`src/etc_defs.vh`:
```
`ifndef ETC_DEFS_VH
`define ETC_DEFS_VH
// Clock select codes
`define ETC_CKS_STOP 2'h0
`define ETC_CKS_INT1 2'h1
`define ETC_CKS_INT2 2'h2
`define ETC_CKS_EXT 2'h3
// Output action codes for compare-match
`define ETC_OUT_NONE 2'h0
`define ETC_OUT_LOW 2'h1
`define ETC_OUT_HIGH 2'h2
`define ETC_OUT_TOGGLE 2'h3
// Reset values
`define ETC_CNT_RST 8'h00
`define ETC_TCR_RST 8'hFF
`define ETC_OUT_RST 1'b0
`endif

```
`src/etc_timer.v`:
```
`timescale 1ns/1ps
// Notes on behaviour
// Clear beats counter write in write state.
// Counter write beats increment; increment lost.
// Constant write suppresses coincident compare-match.
// Capture into C suppresses match C.
// Simultaneous matches: toggle, high, low, none.
// Count on falling edge of selected clock.
// Select rewrite high-to-low counts once.
// High clock to stop counts once.
// Internal/external switch may also count spuriously.
// Cascade plus match-count stops both counters.
// Software must not set both cascade modes.
// Match when counter equals constant register.
module etc_timer (
  input wire sys_clk,
  input wire rst_b,
  input wire clk_int1,
  input wire clk_int2,
  input wire clk_ext,
  input wire clock_select_lo,
  input wire clock_select_hi,
  input wire cnt_clear,
  input wire cnt_wr,
  input wire [7:0] cnt_wr_data,
  input wire time_constant_reg_a_wr,
  input wire time_constant_reg_b_wr,
  input wire time_constant_reg_c_wr,
  input wire [7:0] time_constant_reg_wr_data,
  input wire capture_strobe,
  input wire [1:0] out_act_a,
  input wire [1:0] out_act_b,
  input wire cascade_16bit,
  input wire match_count_mode,
  input wire pair_clock_pulse,
  output reg [7:0] timer_count_value,
  output reg [7:0] time_constant_reg_a,
  output reg [7:0] time_constant_reg_b,
  output reg [7:0] time_constant_reg_c,
  output reg [7:0] capture_input_reg,
  output reg match_a,
  output reg match_b,
  output reg match_c,
  output reg timer_out,
  output reg count_pulse
);

`include "etc_defs.vh"

// ==========================================================
// Clock selection and falling-edge detection
// ==========================================================
reg sel_clk;
reg sel_clk_prev;
wire [1:0] cks;
wire fall_edge;
wire next_count_en;

assign cks = {clock_select_hi, clock_select_lo};

// Stop reads as low, so a high source switched to stop looks like a fall
always @* begin
  case (cks)
    `ETC_CKS_INT1: sel_clk = clk_int1;
    `ETC_CKS_INT2: sel_clk = clk_int2;
    `ETC_CKS_EXT: sel_clk = clk_ext;
    default: sel_clk = 1'b0;
  endcase
end

// falling edge detect
// Edge is taken on the muxed level, so a select change that drops the
// level is counted just like a real edge; this copies the original quirk.
always @(posedge sys_clk) begin
  if (!rst_b) begin
    sel_clk_prev <= 1'b0;
  end else begin
    sel_clk_prev <= sel_clk;
  end
end

// rewrite drop counts
// high to stop counts
// int/ext swap counts
assign fall_edge = sel_clk_prev & ~sel_clk;

// cascade lockout
// both modes set is a software fault; counters simply halt
// In cascade the pair's carry pulse replaces the local edge detector
assign next_count_en = (cascade_16bit & match_count_mode) ? 1'b0 :
                       (cascade_16bit ? pair_clock_pulse : fall_edge);

always @(posedge sys_clk) begin
  if (!rst_b) begin
    count_pulse <= 1'b0;
  end else begin
    count_pulse <= next_count_en;
  end
end

// ==========================================================
// Counter
// ==========================================================
// Wraps from FF to 00; overflow flagging lives outside this block
always @(posedge sys_clk) begin
  if (!rst_b) begin
    timer_count_value <= `ETC_CNT_RST;
  end else if (cnt_clear) begin
    // clear wins write
    timer_count_value <= `ETC_CNT_RST;
  end else if (cnt_wr) begin
    // write wins increment
    timer_count_value <= cnt_wr_data;
  end else if (next_count_en) begin
    timer_count_value <= timer_count_value + 8'h01;
  end
end

// ==========================================================
// Constant registers, capture and compare
// ==========================================================
always @(posedge sys_clk) begin
  if (!rst_b) begin
    // Constants start at FF so a cleared counter does not match at once
    time_constant_reg_a <= `ETC_TCR_RST;
    time_constant_reg_b <= `ETC_TCR_RST;
    time_constant_reg_c <= `ETC_TCR_RST;
    capture_input_reg <= `ETC_CNT_RST;
  end else begin
    if (time_constant_reg_a_wr) begin
      time_constant_reg_a <= time_constant_reg_wr_data;
    end
    if (time_constant_reg_b_wr) begin
      time_constant_reg_b <= time_constant_reg_wr_data;
    end
    if (time_constant_reg_c_wr) begin
      time_constant_reg_c <= time_constant_reg_wr_data;
    end
    if (capture_strobe) begin
      // Capture takes the count as it stood before this edge
      capture_input_reg <= timer_count_value;
    end
  end
end

// ==========================================================
// Compare entries A, B and C
// ==========================================================
wire [23:0] tcr_all;
wire [2:0] tcr_wr_all;
wire [2:0] hold_off;
wire [2:0] eq_all;
wire [2:0] next_match;
wire next_match_a;
wire next_match_b;
wire next_match_c;

assign tcr_all = {time_constant_reg_c, time_constant_reg_b, time_constant_reg_a};
assign tcr_wr_all = {time_constant_reg_c_wr, time_constant_reg_b_wr, time_constant_reg_a_wr};

// capture suppresses match C
// Only entry C is held off by capture_strobe; its compare uses time_constant_reg_c, not the capture register
assign hold_off = {capture_strobe, 2'h0};

genvar idx;
generate
  for (idx = 0; idx < 3; idx = idx + 1) begin : g_cmp
    // equality compare
    assign eq_all[idx] = (timer_count_value == tcr_all[8*idx +: 8]);
    // write suppresses match
    assign next_match[idx] = eq_all[idx] & ~tcr_wr_all[idx] & ~hold_off[idx];
  end
endgenerate

assign next_match_a = next_match[0];
assign next_match_b = next_match[1];
assign next_match_c = next_match[2];

// Matches are registered so each fires once per equal cycle seen
always @(posedge sys_clk) begin
  if (!rst_b) begin
    match_a <= 1'b0;
    match_b <= 1'b0;
    match_c <= 1'b0;
  end else begin
    match_a <= next_match_a;
    match_b <= next_match_b;
    match_c <= next_match_c;
  end
end

// ==========================================================
// Output pin
// ==========================================================
reg [1:0] act;

// output priority
// Codes are ordered by priority, so the larger code wins on a tie
always @* begin
  act = `ETC_OUT_NONE;
  if (next_match_a && next_match_b) begin
    act = (out_act_a > out_act_b) ? out_act_a : out_act_b;
  end else if (next_match_a) begin
    act = out_act_a;
  end else if (next_match_b) begin
    act = out_act_b;
  end
end

// Pin keeps its level between matches; toggle reads it back
always @(posedge sys_clk) begin
  if (!rst_b) begin
    timer_out <= `ETC_OUT_RST;
  end else begin
    case (act)
      `ETC_OUT_TOGGLE: timer_out <= ~timer_out;
      `ETC_OUT_HIGH: timer_out <= 1'b1;
      `ETC_OUT_LOW: timer_out <= 1'b0;
      default: timer_out <= timer_out;
    endcase
  end
end

endmodule

```
`config.mk`:
```
export PLATFORM = sky130hd
export DESIGN_NAME = etc_timer
export DESIGN_NICKNAME = d
export VERILOG_FILES = /design/src/etc_timer.v
export VERILOG_INCLUDE_DIRS = /design/src
export SDC_FILE = /design/constraint.sdc
export NUM_CORES = 1
export LEC_CHECK = 0
export BUFFER_PORTS_ARGS = -buffer_cell sky130_fd_sc_hd__buf_2
export CORE_AREA = 2 2 62 94
export DETAILED_ROUTE_END_ITERATION = 10
export DIE_AREA = 0 0 64 96
export PLACE_DENSITY_LB_ADDON = 0.3
export SLEW_MARGIN = 10
export SYNTH_ARGS = -nofsm -noshare
export SYNTH_HDL_FRONTEND = slang
export SYNTH_SLANG_ARGS = --single-unit
export TNS_END_PERCENT = 20
```
`constraint.sdc`:
```
create_clock -name sys_clk -period 2.3 [get_ports sys_clk]
set_clock_uncertainty 0.05 [all_clocks]
set_input_delay 0.23 -clock sys_clk [delete_from_list [all_inputs] [get_ports sys_clk]]
set_output_delay 0.23 -clock sys_clk [all_outputs]
set_load 0.03 [all_outputs]
```
-- Yosys cells after proc, flatten, opt, wreduce, memory -nomap -nowiden
Index checks and enable logic that the tools add are counted.
- bits in registers: 46
- input port bits: 36
- output and inout port bits: 45
- logic and storage cells: 49
- add/sub/neg operators: 1
- $lt $le $gt $ge: 1
- eq/ne operators: 9
- mux-type cells: 10
- bitwise gates (word level): 13
- reduce and logical (&&, ||, !) cells: 4
- operator list (cell ; number):
    $eq 8x8->1 ; 3
    $mux 8 ; 2
    $add 8x1->8 const B ; 1
    $eq 2x2->1 const B ; 4
    $mux 2 ; 4
    $not 1->1 ; 7
    $and 1x1->1 ; 6
    $pmux 1 s3 ; 2
    $eq 2x1->1 const B ; 2
    $reduce_bool 3->1 ; 1
    $gt 2x2->1 ; 1
    $mux 1 ; 2
    $reduce_bool 2->1 ; 1
    $reduce_or 2->1 ; 1
    $logic_and 1x1->1 ; 1

-- Logic depth before layout (Yosys ltp)
Gate-level depths: netlist (run 1).
- depth after elaboration: 8
- depth in mapped cells: 10
- depth with buffers taken out: 10

-- Least setup slack after synthesis (run 1)
Ideal clock, no wire load.
- kind: reg2reg
- from: register timer_count_value[6]
- to: register timer_out
- library setup time: 0.123 ns
- arrival: 2.371 ns
- data required time: 2.127 ns
- setup slack: -0.244 ns
- cell stages (with the launch flop): 10
- path buffers: 1
- period minus slack after synthesis: 2.544 ns
- path through: dfxtp_1 -> buf_2 -> xnor2_2 -> nand3_2 -> nor4_4 -> mux2_4 -> mux2_4 -> ha_1 -> a221oi_1 -> nor2b_1
- cells in the longest elaborated chain, start to end: 7
- elaborated cells on any way between the ends: 13
- classes of those cells: 5 x eq/ne; 4 x mux; 2 x bitwise; 2 x reduce/logical
- RTL lines (item ; RTL line ; source):
    from (decl) ; etc_timer.v:36 ; output reg [7:0] timer_count_value,
    from (signal assigned) ; etc_timer.v:107 ; timer_count_value <= `ETC_CNT_RST;
    from (signal assigned) ; etc_timer.v:110 ; timer_count_value <= `ETC_CNT_RST;
    from (signal assigned) ; etc_timer.v:113 ; timer_count_value <= cnt_wr_data;
    $eq 8x8->1 ; etc_timer.v:169 ; assign eq_all[idx] = (timer_count_value == tcr_all[8*idx +: 8]);
    $and 1x1->1 ; etc_timer.v:171 ; assign next_match[idx] = eq_all[idx] & ~tcr_wr_all[idx] & ~hold_off[idx];
    $mux 2 ; etc_timer.v:205 ; end else if (next_match_b) begin
    $mux 2 ; etc_timer.v:203 ; end else if (next_match_a) begin
    $mux 2 * ; etc_timer.v:201 ; if (next_match_a && next_match_b) begin
    $eq 2x1->1 / $eq 2x2->1 (equally long branches) ; etc_timer.v:215 ; case (act)
    $pmux 1 s3 / $reduce_bool 3->1 (equally long branches) ; - ;
    to (signal assigned) ; etc_timer.v:213 ; timer_out <= `ETC_OUT_RST;
    to (signal assigned) ; etc_timer.v:216 ; `ETC_OUT_TOGGLE: timer_out <= ~timer_out;
    to (signal assigned) ; etc_timer.v:219 ; default: timer_out <= timer_out;
    to (decl) ; etc_timer.v:44 ; output reg timer_out,
Every way passes the cells marked *; elsewhere a longest branch is shown, timed or not.
A chain may end at the register's enable or synchronous reset.

-- Final worst setup path (run 1)
- from: register time_constant_reg_b[0]
- to: register timer_out
- cells in the longest elaborated chain, start to end: 7
- elaborated cells on any way between the ends: 11
- classes of those cells: 4 x eq/ne; 4 x mux; 1 x bitwise; 2 x reduce/logical
- RTL lines (item ; RTL line ; source):
    from (decl) ; etc_timer.v:38 ; output reg [7:0] time_constant_reg_b,
    from (signal assigned) ; etc_timer.v:126 ; time_constant_reg_b <= `ETC_TCR_RST;
    from (signal assigned) ; etc_timer.v:134 ; time_constant_reg_b <= time_constant_reg_wr_data;
    $eq 8x8->1 * ; etc_timer.v:169 ;
    $and 1x1->1 * ; etc_timer.v:171 ;
    $mux 2 ; etc_timer.v:205 ;
    $mux 2 ; etc_timer.v:203 ;
    $mux 2 * ; etc_timer.v:201 ;
    $eq 2x1->1 / $eq 2x2->1 (equally long branches) ; etc_timer.v:215 ;
    $pmux 1 s3 / $reduce_bool 3->1 (equally long branches) ; - ;
Marks and branches as above.

==> metrics.md, run 1 <==
| Metric | Value |
|---|---|
| Port Buffers | 80 |
| Proportion of layout cells with a drive suffix above 1 | 0.4141 |
| Pin count of the biggest net entering global routing | 39 |
| Antenna violations before repair | 0 |
| Critical path capture point type | flip-flop |
| Mux cell area share after synthesis | 0.1631 |
| Top FF cell, synth | dfxtp_1 |
| CTS Sinks | 46 |
| Inserted Clock Buffers | 5 |
| Non-Filler Instances | 396 |
| Clock latency on the worst-skew pair | 0.30 ns |
| Core ar. | 5326 µm² |
| Adder-Cell Fraction of Synth Area | 0.03219 |
| Synth warn | 0 |
| Slew @ Worst Pin | 0.5607 ns |
| Die area | 6144 µm² |
| Starting density of the core | 0.4379 |
| Static Leak | 1.376 nW |
| I/O pins | 81 |
| Ys async rst share | 0 |
| EDFF count, synth | 0 |
| Cells after Synth | 239 |
| Power, Total | 1.721 mW |
| Overall routing resource usage | 0.1931 |
| CP Class | reg -> reg |
| Final Hold Viols | 0 |
| Vias in the first global route | 1852 |
| CTS Hold Bufs | 0 |
| DR WL/cell | 14.89 µm |
| Fin worst setup slack | 0.03957 ns |
| First-pass detailed-route iteration total | 4 |
| Hold path depth | 3 |
| Flops & latches, synth | 46 |
| CTS tree | done |
| Xor/xnor cell area share of the yosys netlist | 0.1357 |
| Worst hold path startpoint | time_constant_reg_wr_data[2] |
| CP arrival | 2.44 ns |
| Routed Wire Length | 5898 µm |
| Clock transition at path regs | 0.09 ns |
| Largest family of logic cells by synthesized area | multiplexers |
| Post-synthesis compound-gate area fraction | 0.06223 |
| Die width | 64 µm |
| Layout Area Growth over Synthesis | 29.18% |
| H-Tree Depth | 2 |
| Reg-to-Reg Start | time_constant_reg_b[0] |
| Relative slew slack | 0.6258 |
| Residual DRC | 0 |
| Power density cells | 571.3 nW/µm² |
| Root Buffer | clkbuf_8 |
| Sequential element share of the synthesized area | 0.3948 |
| Area after DPL | 2854 µm² |
| DR vias/cell | 4.934 |
| Netlist cell types | 34 |
| Max clock buf depth | 2 |
| Flop2flop setup slack | 0.04 ns |
| FP Rows | 33 |
| Hold Path Class | in -> reg |
| RR Endpoint | timer_out |
| Startpoint Class | flip-flop |
| Hpwl dp | 4469 µm |
| Final min period | 2.260 ns |
| Cell area after layout | 3013 µm² |
| Grt ovf | 0 |
| Final ANT Viol Nets | 0 |
| Final Max Tran Viols | 0 |
| Pre-CTS setup slack | 0.03350 ns |
| Fin crit share | 0.9828 |
| Crit Path Max Fanout | 4 |
| Post-synthesis average cell area | 9.758 µm² |
| Initial DRC count | 39 |
| Synthesized Nets | 281 |
| Fmax achieved | 0.4424 GHz |
| Peak VDD IR | 274.5 µV |
| Fin nets | 367 |
| Run status | finished clean |
| # diodes | 0 |
| Placer Congestion | 0.8473 |
| Number of setup violations in the final report | 0 |
| First-pass GRT wire length | 9004 µm |
| Final core utilization | 0.5657 |
| R2r worst-path depth | 11 |
| Post-Place Cells | 383 |
| Post-synthesis simple-gate area fraction | 0.1583 |
| Number of max-cap violations | 0 |
| Hold Path Sink | time_constant_reg_c[2] |
| Die H | 96 µm |
| Post-Syn Area | 2332 µm² |
| Critical Path RT | 2.48 ns |
| Vias | 1954 |
==> what timing repair did <==
action                     CTS  global route
resized for setup            0             7
buffers inserted             0             5
setup endpoints to repair    0             1
==> cells in the mapped netlist (all sizes together), types with 4 or more instances <==
library cell	instances	area [µm²]
nand4	4	25.02
buf	10	68.81
nand3	5	30.03
and2	5	32.53
xor2	8	70.07
o21ai	9	45.04
xnor2	23	246.5
dfxtp	46	920.9
nand2	30	112.6
nor2b	10	62.56
nor4	4	40.04
mux2i	35	350.3
a21oi	12	60.06
inv	7	26.28
ha	6	75.07
clkbuf	8	30.03
==> layout make-up <==
type                            instances  area [µm²]
Clock buffer                            6       82.58
Clock inverter                          2       11.26
Fill cell                             487        2313
Inverter                                7       26.28
Multi-Input combinational cell        168        1320
Sequential cell                        46       957.2
Tap cell                               70       87.58
Timing Repair Buffer                   97       528.0
==> logic make-up after synthesis <==
family / count (synthesis)
flops: 46
buf+inv: 25
mux: 37
fa+ha+maj: 6
xor+xnor: 31
compound gates: 26
simple gates: 68
==> worst max path at each step <==
stage                      endpoint                   start
after floorplan           timer_out    timer_count_value[3]
after global placement    timer_out    timer_count_value[1]
after detailed placement  timer_out  time_constant_reg_b[3]
after CTS                 timer_out  time_constant_reg_b[3]
after global routing      timer_out    timer_count_value[4]
final                     timer_out  time_constant_reg_b[0]
==> power by group <==
part	switching, mW	internal (mW)
clock network	0.275	0.243
logic	0.193	0.141
registers	0.0391	0.830
==> cells in the final DEF, fill, tap and decap left out, types with 2 or more instances in the layout <==
cell and n:
o21ai_0 9, dfxtp_1 31, xnor2_1 18, mux2_4 2, ha_1 6, xnor2_4 2, xnor2_2 3, nand2b_1 2
nor2b_1 10, and2_1 4, buf_4 17, nor4_1 3, clkbuf_8 6, nor2_1 3, dfxtp_4 7, buf_2 80
a21oi_1 12, mux2i_1 35, inv_1 7, nand3b_1 2, dfxtp_2 8, xor2_1 8, nand2_1 30, nand4_1 4
nand3_1 4
==> routing by layer <==
metal | routed length [µm] | vias up | global-route usage
met2 | 3101 | 60 | 0.3507
met5 | 0 | - | 0
met4 | 121 | 0 | 0.07246
met1 | 2402 | 910 | 0.2236
met3 | 272 | 11 | 0.03509
li1 | - | 973 | -
==> stage by stage <==
step | hold slack [ns] | TNS, ns
global route | 0.1364 | -0.06815
floorplan | 0.3084 | -0.06995
global placement | 0.4186 | 0
CTS | 0.1152 | 0
finish | 0.1243 | 0
detailed placement | 0.4258 | 0
==> worst max-delay path, stage by stage, from the launching register on <==
cell      delay [ns]
dfxtp_2         0.40
xnor2_4         0.13
nand3_2         0.12
nor4_4          0.26
buf_4           0.18
nand2_1         0.07
a32oi_2         0.24
ha_1            0.28
buf_4           0.14
nor2_1          0.14
a221oi_2        0.08
nor2b_1         0.10
Note: power is estimated with default switching activity, not from simulation.
==> run 2, diff against run 1 <==
--- a/config.mk
+++ b/config.mk
@@ -7,9 +7,10 @@
 export NUM_CORES = 1
 export LEC_CHECK = 0
 export BUFFER_PORTS_ARGS = -buffer_cell sky130_fd_sc_hd__buf_2
-export CORE_AREA = 2 2 62 94
+export CORE_AREA = 2 2 61 92
+export CTS_BUF_LIST = sky130_fd_sc_hd__clkbuf_4 sky130_fd_sc_hd__clkbuf_8
 export DETAILED_ROUTE_END_ITERATION = 10
-export DIE_AREA = 0 0 64 96
+export DIE_AREA = 0 0 63 94
 export PLACE_DENSITY_LB_ADDON = 0.3
 export SLEW_MARGIN = 10
 export SYNTH_ARGS = -nofsm -noshare
==> run 2 against run 1 <==
Non-clock buffer count is 2 lower. Fmax grew 1.8%. Register-to-register slack better by 0.04 ns. Cell count shrank 1.0%. Clock power rose by 17%. Power up 4.8%. Flip-flop and latch count stayed put. Largest cell class unchanged. Largest power group unchanged. Highest routed layer unchanged.
==> metrics.md, run 2 (same netlist as run 1, synthesis figures left out) <==
| Metric | Value |
|---|---|
| Run status | finished clean |
| Area after DPL | 2859 µm² (+0.18%) |
| Logic gate share of total power | 0.184 (-0.010) |
| Final ANT Viol Nets | 0 (unchanged) |
| Layout Area Growth over Synthesis | 29.02% |
| Slew @ Worst Pin | 0.5291 ns (-0.03157 ns) |
| Proportion of layout cells with a drive suffix above 1 | 0.4043 (-0.009789) |
| Layout filler cell count | 476 (-2.3%) |
| Crit-path cells | xnor2_4 > nand3_2 > nor4_4 > mux2_4 > mux2i_1 > ha_1 > nor3b_1 > a221oi_1 > nor2b_1 |
| H-Tree Depth | 2 (unchanged) |
| Core ar. | 5085 µm² (-4.5%) |
| Residual DRC | 0 (unchanged) |
| Top delay family on crit path | simple AND/OR/NAND/NOR gates |
| Crit path launch | time_constant_reg_b[0] |
| Root Buffer | clkbuf_8 |
| Hold Path Sink | timer_count_value[0] |
| CP arrival | 2.37 ns (-0.07 ns) |
| Overall routing resource usage | 0.1970 (+0.003833) |
| Cell depth of the worst setup path | 9 (-2) |
| Fmax achieved | 0.4504 GHz (+1.8%) |
| Initial DRC count | 44 (+13%) |
| I/O pins | 81 (unchanged) |
| First-pass detailed-route iteration total | 4 (unchanged) |
| CTS Hold Bufs | 0 (unchanged) |
| CTS Sinks | 46 (unchanged) |
| Flop pwr share | 0.481 (-0.024) |
| Final Hold Viols | 0 (unchanged) |
| Commonest non-fill, non-tap cell in the layout | buf_2 |
| First-pass GRT wire length | 9135 µm (+1.5%) |
| Power, Total | 1.804 mW (+4.8%) |
| FP Rows | 32 (-3.0%) |
| Relative slew slack | 0.6469 (+0.02107) |
| Final Max Tran Viols | 0 (unchanged) |
| Die width | 63 µm (-1.6%) |
| Commonest cells after routing, fill and taps aside | buf_2, mux2i_1, dfxtp_1 |
| Switch share | 0.2840 (-0.01070) |
| Final min period | 2.220 ns (-0.04026 ns) |
| Vias in the first global route | 1949 (+5.2%) |
| Power density cells | 599.6 nW/µm² (+4.9%) |
| Critical path capture point type | flip-flop |
| RSZ-0062 raised after global routing | yes |
| CP Class | reg -> reg |
| Peak VDD IR | 409.6 µV (+49%) |
| Number of max-cap violations | 0 (unchanged) |
| RR Endpoint | timer_out |
| Critical Path RT | 2.45 ns (-0.03 ns) |
| Die H | 94 µm (-2.1%) |
| Final core utilization | 0.5918 (+0.02612) |
| Worst path bufs/invs | 0 (-2) |
| Clock transition at path regs | 0.09 ns (about the same) |
| Clock latency on the worst-skew pair | 0.30 ns (about the same) |
| Starting density of the core | 0.4587 (+0.02079) |
| Critical path's largest stage delay | 0.37 ns (-0.03 ns) |
| Number of setup violations in the final report | 0 (unchanged) |
| Placer Congestion | 0.8524 (+0.60%) |
| Static Leak | 1.360 nW (-1.2%) |
| Antenna violations before repair | 0 (unchanged) |
| Grt ovf | 0 (unchanged) |
| Reg-to-Reg Start | time_constant_reg_b[0] |
| Switch Pwr | 0.5124 mW (+1.0%) |
| Max clock buf depth | 2 (unchanged) |
| Critical Path Slowest Stage Cell | dfxtp_4 |
| Hold Path Class | in -> reg |
| Vias | 1918 (-1.8%) |
| Fin crit share | 0.9653 (-0.01750) |
| # diodes | 0 (unchanged) |
| Routed Wire Length | 5623 µm (-4.7%) |
| Pin count of the biggest net entering global routing | 39 (unchanged) |
| Flop2flop setup slack | 0.08 ns (+0.04 ns) |
| CTS tree | done |
| R2r worst-path depth | 9 (-2) |
| Cell area after layout | 3009 µm² (-0.12%) |
| P_int | 1.292 mW (+6.4%) |
| Hpwl dp | 4372 µm (-2.2%) |
| Crit Path Max Fanout | 2 (-2) |
| Inserted Clock Buffers | 5 (unchanged) |
| Hold path depth | 3 (unchanged) |
| Worst hold path startpoint | cnt_wr_data[0] |
| DR WL/cell | 14.34 µm (-3.7%) |
| DR vias/cell | 4.893 (-0.84%) |
| Die area | 5922 µm² (-3.6%) |
| Startpoint Class | flip-flop |
| Port Buffers | 80 (unchanged) |
| Clock power share | 0.335 (+0.034) |
| Fin nets | 365 (-0.54%) |
## run 2: cell types whose count changed in the layout (fill, tap and decap cells not counted)
cell,previous run,this run
bufinv_16,0,1
dfxtp_2,8,6
a221oi_2,1,0
nor3b_1,0,1
nor3b_2,1,0
a221oi_1,0,1
dfxtp_4,7,9
inv_4,1,0
clkinv_2,1,0
buf_4,17,15
clkinvlp_4,0,2
clkbuf_8,6,5
## run 2: worst max-delay path by stage
| stage | endpoint | slack [ns] |
|---|---|---|
| 3_5_place_dp | timer_out | 0.02 |
| 6_report | timer_out | 0.08 |
| 4_1_cts | timer_out | 0.01 |
| 5_1_grt | timer_out | -0.02 |
| 3_3_place_gp | timer_out | 0.08 |
| 2_1_floorplan | timer_out | -0.07 |
## run 2: cell type report
type / instances / area (µm²) / area share
multi-input cells: 168 / 1309 / 0.4349
flip-flops and latches: 46 / 962.2 / 0.3198
repair buffers: 95 / 513.0 / 0.1705
well taps: 68 / 85.08 / 0.02827
clock buffers: 5 / 68.82 / 0.02287
clock inverters: 3 / 45.04 / 0.01497
inverters: 7 / 26.28 / 0.008732
## run 2: timing repair
action	CTS	global route
setup buffers	0	2
gates resized for setup	0	7
endpoints found under the setup margin	0	1
hold endpoints to repair	0	0
## run 2: routing by layer
metal  GRT usage  share of wire  up-vias
li1            -              -      972
met1      0.2218           0.41      892
met2      0.3679           0.54       49
met3     0.03118          0.037        5
met4     0.07222          0.012        0
met5           0              0        -
## run 2: worst min-delay path: stages
cell,delay (ns)
buf_2,0.08
nand3_1,0.06
o21ai_0,0.06
## run 2: power by group through the flow
| stage | sequential (mW) | combinational (mW) | clock [mW] |
|---|---|---|---|
| floorplan | 0.950 | 0.167 | 0 |
| global placement | 0.890 | 0.327 | 0 |
| detailed placement | 0.891 | 0.330 | 0 |
| CTS | 0.872 | 0.331 | 0.618 |
| global route | 0.874 | 0.360 | 0.644 |
| finish | 0.868 | 0.331 | 0.605 |
## run 2: per-stage QoR
stage | setup slack, ns | setup TNS [ns] | instances | hold slack [ns]
5_1_grt | -0.01915 | -0.01915 | 392 | 0.1366
4_1_cts | 0.01277 | 0 | 390 | 0.1066
3_5_place_dp | 0.02211 | 0 | 382 | 0.4220
6_report | 0.07983 | 0 | 392 | 0.1106
3_3_place_gp | 0.07945 | 0 | 382 | 0.4186
2_1_floorplan | -0.06995 | -0.06995 | 239 | 0.3084
